**config.mk**
```make
export PLATFORM = sky130hd
export DESIGN_NAME = bidio_port
export DESIGN_NICKNAME = d
export VERILOG_FILES = /design/src/rtl/bidio_pkg.sv /design/src/rtl/bidio_port.sv /design/src/rtl/bidio_pin_sync.sv
export SDC_FILE = /design/constraint.sdc
export NUM_CORES = 1
export LEC_CHECK = 0
export BUFFER_PORTS_ARGS = -buffer_cell sky130_fd_sc_hd__buf_4
export CAP_MARGIN = 20
export CORE_ASPECT_RATIO = 1.75
export CORE_MARGIN = 2
export CORE_UTILIZATION = 45
export DETAILED_ROUTE_END_ITERATION = 16
export HOLD_SLACK_MARGIN = 0.08
export PLACE_DENSITY = 0.85
export SYNTH_ARGS = -nofsm -noshare
export SYNTH_HDL_FRONTEND = slang
export SYNTH_SLANG_ARGS = --single-unit
```
**constraint.sdc**
```tcl
create_clock -name ref_clk -period 3.79 [get_ports ref_clk]
set_input_delay 0.1895 -clock ref_clk [delete_from_list [all_inputs] [get_ports ref_clk]]
set_output_delay 0.1895 -clock ref_clk [all_outputs]
set_load 0.01 [all_outputs]
```
**src/rtl/bidio_pkg.sv**
```systemverilog
/*
  bidio_pkg: constants for the bidirectional i/o port block.
  assumes: apb slave with 32-bit data, one word per register.
*/
package bidio_pkg;
  // ---------------------------------------------------------------
  // register map (byte addresses)
  // ---------------------------------------------------------------
  // printed index of the direction register; not a multiple of four
  localparam logic [7:0]  DIR_INDEX      = 8'h85;
  localparam logic [11:0] ADDR_DIR       = 12'h214;  // 4 * 0x85
  localparam logic [11:0] ADDR_DATA      = 12'h000;  // port data
  localparam logic [11:0] ADDR_BITOP     = 12'h004;  // bit set/clear
  localparam logic [11:0] ADDR_LATCH     = 12'h008;  // latch readback
  // ---------------------------------------------------------------
  // bit operation word fields
  // ---------------------------------------------------------------
  localparam int          BITOP_SEL_LSB  = 0;   // bit index [2:0]
  localparam int          BITOP_SET_POS  = 8;   // 1 = set, 0 = clear
  // ---------------------------------------------------------------
  // reset values
  // ---------------------------------------------------------------
  localparam logic [7:0]  DIR_RESET      = 8'hFF;
  localparam logic [7:0]  LATCH_RESET    = 8'h00;
endpackage

```
**src/rtl/bidio_port.sv**
```systemverilog
/*
  bidio_port: eight-pin bidirectional i/o port with apb registers.
  assumes: apb master on ref_clk (25 MHz); pins resolved outside
  from pin_out and pin_oe.
*/
// Implementation choice: register access over APB.
`timescale 1ns/10ps
`default_nettype none
module bidio_port #(
  parameter int WIDTH = 8
) (
  // clock and reset
  input  wire logic             ref_clk,
  input  wire logic             resetn,
  // apb slave
  input  wire logic             psel,
  input  wire logic             penable,
  input  wire logic             pwrite,
  input  wire logic [11:0]      paddr,
  input  wire logic [31:0]      pwdata,
  output var  logic [31:0]      prdata,
  output var  logic             pready,
  output var  logic             pslverr,
  // port pins
  input  wire logic [WIDTH-1:0] pin_in,
  output var  logic [WIDTH-1:0] pin_out,
  output var  logic [WIDTH-1:0] pin_oe
);
  // ---------------------------------------------------------------
  // reset release
  // ---------------------------------------------------------------
  logic rst_a_q;   // first release stage
  logic rst_n;     // released reset used by the block

  // two flops so release is clean to ref_clk
  always_ff @(posedge ref_clk or negedge resetn) begin
    if (!resetn) begin
      rst_a_q <= 1'b0;
      rst_n   <= 1'b0;
    end else begin
      rst_a_q <= 1'b1;
      rst_n   <= rst_a_q;
    end
  end

  // ---------------------------------------------------------------
  // pin sampling
  // ---------------------------------------------------------------
  logic [WIDTH-1:0] pin_level;  // filtered pin levels

  bidio_pin_sync #(
    .WIDTH     (WIDTH)
  ) u_sync (
    .ref_clk   (ref_clk),
    .rst_n     (rst_n),
    .pin_raw   (pin_in),
    .pin_level (pin_level)
  );

  // ---------------------------------------------------------------
  // state
  // ---------------------------------------------------------------
  logic [WIDTH-1:0] latch_q;    // output data latches
  logic [WIDTH-1:0] latch_d;
  logic [WIDTH-1:0] dir_q;      // direction, 1 = input
  logic [WIDTH-1:0] dir_d;
  logic [WIDTH-1:0] snap_q;     // pins captured at setup phase
  logic [31:0]      prdata_d;

  // ---------------------------------------------------------------
  // decode
  // ---------------------------------------------------------------
  wire setup_ph  = psel & ~penable;            // start of access
  wire access_ph = psel & penable;             // end of access
  // write only at the edge that also sees ready, never twice
  wire wr_en     = access_ph & pready & pwrite;
  wire hit_data  = (paddr == bidio_pkg::ADDR_DATA);
  wire hit_bitop = (paddr == bidio_pkg::ADDR_BITOP);
  wire hit_dir   = (paddr == bidio_pkg::ADDR_DIR);
  wire hit_latch = (paddr == bidio_pkg::ADDR_LATCH);
  wire hit_any   = hit_data | hit_bitop | hit_dir | hit_latch;
  // latch readback is not writable; bit op reads are not refused and return zero
  wire bad_acc   = ~hit_any | (hit_latch & pwrite);

  // bit operation fields
  wire [2:0] bit_sel = pwdata[bidio_pkg::BITOP_SEL_LSB +: 3];
  wire       bit_val = pwdata[bidio_pkg::BITOP_SET_POS];
  wire [WIDTH-1:0] bit_mask = WIDTH'(1) << bit_sel;
  // pins read back, target bit forced, whole byte rewritten
  wire [WIDTH-1:0] rmw_val =
    bit_val ? (snap_q | bit_mask) : (snap_q & ~bit_mask);

  // next latch value
  assign latch_d =
    (wr_en & hit_data)  ? pwdata[WIDTH-1:0] :
    (wr_en & hit_bitop) ? rmw_val :
    latch_q;

  assign dir_d = (wr_en & hit_dir) ? pwdata[WIDTH-1:0] : dir_q;

  // read mux; data read gives pins as seen at setup, not latches
  assign prdata_d =
    hit_data  ? {{(32-WIDTH){1'b0}}, pin_level} :
    hit_dir   ? {{(32-WIDTH){1'b0}}, dir_q} :
    hit_latch ? {{(32-WIDTH){1'b0}}, latch_q} :
    32'h0000_0000;

  // ---------------------------------------------------------------
  // pin snapshot: taken at the start of the access
  // ---------------------------------------------------------------
  always_ff @(posedge ref_clk or negedge rst_n) begin
    if (!rst_n) begin
      snap_q <= {WIDTH{1'b0}};
    end else if (setup_ph) begin
      snap_q <= pin_level;
    end
  end

  // ---------------------------------------------------------------
  // latches and direction: updated at the end of the access
  // ---------------------------------------------------------------
  always_ff @(posedge ref_clk or negedge rst_n) begin
    if (!rst_n) begin
      latch_q <= bidio_pkg::LATCH_RESET;
      dir_q   <= bidio_pkg::DIR_RESET;
    end else begin
      latch_q <= latch_d;
      dir_q   <= dir_d;
    end
  end

  // ---------------------------------------------------------------
  // pin drivers
  // ---------------------------------------------------------------
  // drive from latch where direction is zero
  always_ff @(posedge ref_clk or negedge rst_n) begin
    if (!rst_n) begin
      pin_out <= bidio_pkg::LATCH_RESET;
      pin_oe  <= ~bidio_pkg::DIR_RESET;
    end else begin
      pin_out <= latch_d;
      pin_oe  <= ~dir_d;
    end
  end

  // ---------------------------------------------------------------
  // apb answer: no wait state, ready on the first access cycle
  // ---------------------------------------------------------------
  // data read returns the pins sampled at setup, so a write then
  // read of the same port sees old levels until the pin sync has had four edges
  always_ff @(posedge ref_clk or negedge rst_n) begin
    if (!rst_n) begin
      pready  <= 1'b0;
      pslverr <= 1'b0;
      prdata  <= 32'h0000_0000;
    end else if (setup_ph) begin
      pready  <= 1'b1;
      pslverr <= bad_acc;
      prdata  <= pwrite ? 32'h0000_0000 : prdata_d;
    end else begin
      pready  <= 1'b0;
      pslverr <= 1'b0;
    end
  end

  // ---------------------------------------------------------------
  // checks
  // ---------------------------------------------------------------
  a_dir_reset_ones: assert property (
    @(posedge ref_clk) $rose(rst_n) |-> dir_q == bidio_pkg::DIR_RESET)
    else $error("direction not all ones after reset");

  a_write_loads_latch: assert property (
    @(posedge ref_clk) disable iff (!rst_n)
    (access_ph && pready && pwrite && hit_data && !bad_acc)
    |=> latch_q == $past(pwdata[WIDTH-1:0]))
    else $error("data write did not load latches");

  a_read_gives_pins: assert property (
    @(posedge ref_clk) disable iff (!rst_n)
    (setup_ph && !pwrite && hit_data)
    |=> prdata[WIDTH-1:0] == $past(pin_level))
    else $error("data read not equal to pin levels");

  a_bitop_rewrite: assert property (
    @(posedge ref_clk) disable iff (!rst_n)
    (access_ph && pwrite && hit_bitop)
    |=> (latch_q & ~$past(bit_mask)) == ($past(snap_q) & ~$past(bit_mask)))
    else $error("bit op did not rewrite from pins");

  a_input_takes_pin: assert property (
    @(posedge ref_clk) disable iff (!rst_n)
    (access_ph && pwrite && hit_bitop)
    |=> ((latch_q ^ $past(snap_q)) & $past(dir_q & ~bit_mask)) == '0)
    else $error("input pin latch not overwritten by pin");

  a_oe_follows_dir: assert property (
    @(posedge ref_clk) disable iff (!rst_n)
    pin_oe == ~dir_q && pin_out == latch_q)
    else $error("driver not following direction and latch");

  a_snap_at_start: assert property (
    @(posedge ref_clk) disable iff (!rst_n)
    setup_ph ##1 access_ph |=> $stable(snap_q))
    else $error("pin sample moved during access");

  a_ready_one_cycle: assert property (
    @(posedge ref_clk) disable iff (!rst_n)
    setup_ph |=> pready ##1 !pready)
    else $error("ready not a single cycle after setup");

  // the addressed bit itself must take the requested value
  a_bitop_target_bit: assert property (
    @(posedge ref_clk) disable iff (!rst_n)
    (access_ph && pready && pwrite && hit_bitop)
    |=> ((latch_q & $past(bit_mask)) != '0) == $past(bit_val))
    else $error("bit op target bit not set or cleared");

  // latch readback is read only; a write there must change nothing
  a_refused_no_effect: assert property (
    @(posedge ref_clk) disable iff (!rst_n)
    (access_ph && pready && pwrite && hit_latch)
    |=> $stable(latch_q))
    else $error("write to latch readback changed latches");
endmodule
`default_nettype wire

```
**src/rtl/bidio_pin_sync.sv**
```systemverilog
/*
  bidio_pin_sync: three-stage pin synchroniser with agreement filter.
  assumes: pins are asynchronous to ref_clk.
*/
`timescale 1ns/10ps
`default_nettype none
module bidio_pin_sync #(
  parameter int WIDTH = 8
) (
  // clock and reset
  input  wire logic             ref_clk,
  input  wire logic             rst_n,
  // pins in, filtered levels out
  input  wire logic [WIDTH-1:0] pin_raw,
  output var  logic [WIDTH-1:0] pin_level
);
  logic [WIDTH-1:0] s1_q;  // first stage, read only by s2
  logic [WIDTH-1:0] s2_q;  // second stage
  logic [WIDTH-1:0] s3_q;  // third stage

  // ---------------------------------------------------------------
  // per bit: level changes once stages two and three agree
  // ---------------------------------------------------------------
  genvar i;
  generate
    for (i = 0; i < WIDTH; i++) begin : g_bit
      always_ff @(posedge ref_clk or negedge rst_n) begin
        if (!rst_n) begin
          s1_q[i]      <= 1'b0;
          s2_q[i]      <= 1'b0;
          s3_q[i]      <= 1'b0;
          pin_level[i] <= 1'b0;
        end else begin
          s1_q[i] <= pin_raw[i];
          s2_q[i] <= s1_q[i];
          s3_q[i] <= s2_q[i];
          // glitch guard: hold until two stages agree
          if (s2_q[i] == s3_q[i]) begin
            pin_level[i] <= s3_q[i];
          end
        end
      end
    end
  endgenerate
endmodule
`default_nettype wire

```
==> results.rst <==
.. list-table::
   :header-rows: 1

   * - Metric
     - Value
   * - DRT antenna net count
     - 0
   * - Count of placed standard cells including taps
     - 394
   * - Total global-route track usage
     - 17.7%
   * - Mean instance size in the synthesized netlist
     - 12.1 µm²
   * - Total wire length
     - 6250 µm
   * - Worst-Margin Slew
     - 0.706 ns
   * - Power density of the placed cells
     - 442 mW/mm²
   * - Maximum net fanout on the critical path
     - 16
   * - Final count of pins violating max slew
     - 0
   * - Fraction of synthesized cell area taken by the top area cell type
     - 53.3%
   * - Core box area
     - 0.00686 mm²
   * - Deepest clock path buffer count
     - 2
   * - Maximum level of the CTS H-tree
     - 3
   * - Top flip-flop cell by instance count after synthesis
     - dfrtp_1
   * - Top cells by count, synth
     - dfrtp_1, nand2_1, buf_4, o21ai_0, mux2i_1
   * - Netlist area before placement
     - 0.00319 mm²
   * - Largest net degree at the start of global routing
     - 51
   * - Setup violators final
     - 0
   * - Time the worst path needs with I/O delays and setup
     - 1.66 ns
   * - Maximum ir drop on the vdd rail
     - 322 µV
   * - Clock tree from TritonCTS
     - built
   * - Floorplan die area
     - 0.00782 mm²
   * - Cells along the critical path
     - nand4_1, and2b_1, nand4_4, mux2_4
   * - Overall power of the completed layout
     - 1790 µW
   * - Initial core utilization
     - 46.6%
   * - Final TNS setup
     - 0 ns
   * - Drt first pass iters
     - 4
   * - Vias per cell
     - 5.08
   * - Post-CTS Repair Setup Buffers
     - 0
   * - FILL cells
     - 546
   * - Worst slew margin relative to its limit
     - 53.0%
   * - Number of ports placed on the die boundary
     - 107
   * - Data required, critical path
     - 4.05 ns
   * - Signal arrival time at the worst endpoint
     - 1.92 ns
   * - Weighted congestion reported at the end of routability-driven placement
     - 0.856
   * - Kind of end point of the critical path
     - flip-flop
   * - Total number of vias
     - 2,159
   * - Clock-pin slew on the worst setup and hold paths
     - 0.06 ns
   * - Flop and latch count out of synthesis
     - 76
   * - Synth area leaders
     - dfrtp_1, dfstp_2, buf_4
   * - Number of enable-type register cells in the synthesized netlist
     - 0
   * - Non-filler cells in the finished layout
     - 425
   * - TritonCTS Buffers
     - 9
   * - Number of distinct library cells after synthesis
     - 38
   * - Setup repair after global routing missed its margin
     - no
   * - Floorplan die height
     - 115 µm
   * - Share of flip-flops with an asynchronous set or reset after synthesis
     - 100%
   * - Initial antenna violation count
     - 0
   * - DRC violation total after the first TritonRoute iteration
     - 182
   * - Library cell used as clock root buffer
     - clkbuf_16
   * - Startpoint types
     - flip-flop
   * - Dominant cell by count in the synthesized netlist
     - dfrtp_1
   * - Vias in the first global route
     - 2,118
   * - DRC violation count after routing
     - 0
   * - Average wire per cell in the routed design
     - 14.7 µm
   * - Sink count of the clock tree
     - 76
   * - Die boundary width
     - 67.7 µm
   * - Port bufs
     - 59
   * - Hold crit path type
     - in2reg
   * - Synth Warn #
     - 0
   * - Std cell rows
     - 40
   * - Number of cells upsized or downsized after cts
     - 0
   * - Nets
     - 393
   * - Antenna Cells
     - 0
   * - Gate count after technology mapping
     - 263
   * - Area added between synthesis and finish
     - 26.4%
   * - Post-route clock skew
     - 0.00863 ns
   * - Overflow after GRT
     - 0
   * - Stage delay of the slowest cell on the critical path
     - 0.42 ns
   * - Critical-path top delay cell
     - mux2_4
   * - Estimated wirelength of the detail-placed design
     - 4300 µm
   * - Result of the run
     - finished clean
   * - Cell type contributing the most total cell area after synthesis
     - dfrtp_1
   * - Sequential fraction of the synthesis area
     - 59.9%
   * - Insertion delay of the later-clocked pin in the worst-skew pair
     - 0.33 ns
   * - Leakage power
     - 0.00197 µW
   * - Maximum clock rate
     - 602 MHz
   * - Max-capacitance violation count
     - 0
   * - Share of cells above drive strength 1
     - 29.0%
   * - Final worst-path cycle share
     - 43.9%
   * - Final number of hold-violating endpoints
     - 0
   * - Type of the worst setup path
     - reg2reg
   * - Global-route wire length before repair
     - 10,100 µm
==> cell families (layout without fill, tap and decap cells) <==
| group | after synthesis | in the layout | synth area share, % |
|---|---|---|---|
| flops | 76 | 76 | 59.9 |
| fa+ha+maj | 8 | 8 | 2.51 |
| mux | 24 | 24 | 8.07 |
| other cells | 2 | 25 | 0.235 |
| compound gates | 42 | 42 | 8.58 |
| buf+inv | 37 | 92 | 7.64 |
| simple gates | 74 | 74 | 13.1 |
==> sequential cells by signal (all words and copies together) (netlist names) <==
name and cells:
dir_q 8, pin_oe 8, pin_out 8, prdata 8
pready 1, pslverr 1, rst_a_q 1, rst_n 1
snap_q 8, u_sync.pin_level 8, u_sync.s1_q 8, u_sync.s2_q 8
u_sync.s3_q 8
==> critical path: cells and delay by family (launching register included) <==
kind / cells / cell delay, ns
flops: 1 / 0.36
mux: 1 / 0.42
simple gates: 3 / 0.81
==> metal layers <==
metal | GRT usage (%) | part of all wire [%]
met1 | 19.5 | 36
met2 | 30.3 | 56
met3 | 6.02 | 6.1
met4 | 7.62 | 1.6
met5 | 0 | 0
==> where the power goes <==
part / switching, µW / leakage, µW / internal (µW)
Combinational: 73.2 / 0.000939 / 63.2
Sequential: 21.2 / 0.000897 / 849
Clock: 303 / 0.000135 / 476
Total: 398 / 0.00197 / 1390
==> repair_timing <==
item,CTS,global route
hold buffers,14,0
endpoints found under the hold margin,15,0
setup endpoints to repair,0,0
==> stage by stage <==
stage          utilization [%]  hold WS (ns)  setup WS (ns)  area (µm²)
2_1_floorplan                -        -0.106           1.53        3280
3_3_place_gp              52.5       -0.0279           2.01        3600
3_5_place_dp              52.5       -0.0266           1.96        3600
4_1_cts                   58.6         0.118           2.10        4020
5_1_grt                   58.9         0.138           2.01        4040
6_report                  58.9         0.122           2.13        4040
==> area by class of cell <==
class,count,area [µm²],share of cell area [%]
inverter,1,3.75,0.0929
multi-input combinational,173,1120,27.9
sequential,76,1910,47.4
clock inverter,4,25.0,0.620
timing repair buffer,75,611,15.1
tap,84,105,2.60
clock buffer,12,256,6.35
==> cells in the final DEF, fill, tap and decap left out, types with 2 or more instances in the layout <==
| cell type | count |
|---|---|
| a211oi_1 | 4 |
| a22oi_1 | 8 |
| nor3b_1 | 3 |
| clkbuf_8 | 2 |
| a21o_1 | 4 |
| nand4b_2 | 2 |
| mux2_4 | 2 |
| and4_1 | 2 |
| dfrtp_1 | 67 |
| a2bb2o_1 | 3 |
| nor3_1 | 2 |
| maj3_1 | 8 |
| clkbuf_16 | 9 |
| dfstp_2 | 8 |
| dlygate4sd3_1 | 14 |
| mux2i_1 | 16 |
| buf_4 | 60 |
| nor2_1 | 10 |
| nand2b_1 | 8 |
| clkinv_2 | 2 |
| o21ai_0 | 20 |
| clkinvlp_4 | 2 |
| nand3b_1 | 3 |
| mux2_2 | 6 |
| nand2_1 | 35 |
| conb_1 | 25 |
==> worst paths after layout <==
kind | startpoint | endpoint | slack, ns | cells past startpoint
setup / recovery | pready | dir_q[3] | 2.13 | 4
hold / removal | pwdata[0] | pin_oe[0] | 0.12 | 2
setup reg to reg | pready | dir_q[3] | 2.13 | 4
hold reg to reg | rst_n | prdata[7] | 0.13 | 0
max in group asynchronous | rst_n | dir_q[5] | 3.02 | 1
min in group asynchronous | rst_n | prdata[7] | 0.13 | 0
No activity file was read; power rests on OpenSTA's default activity.
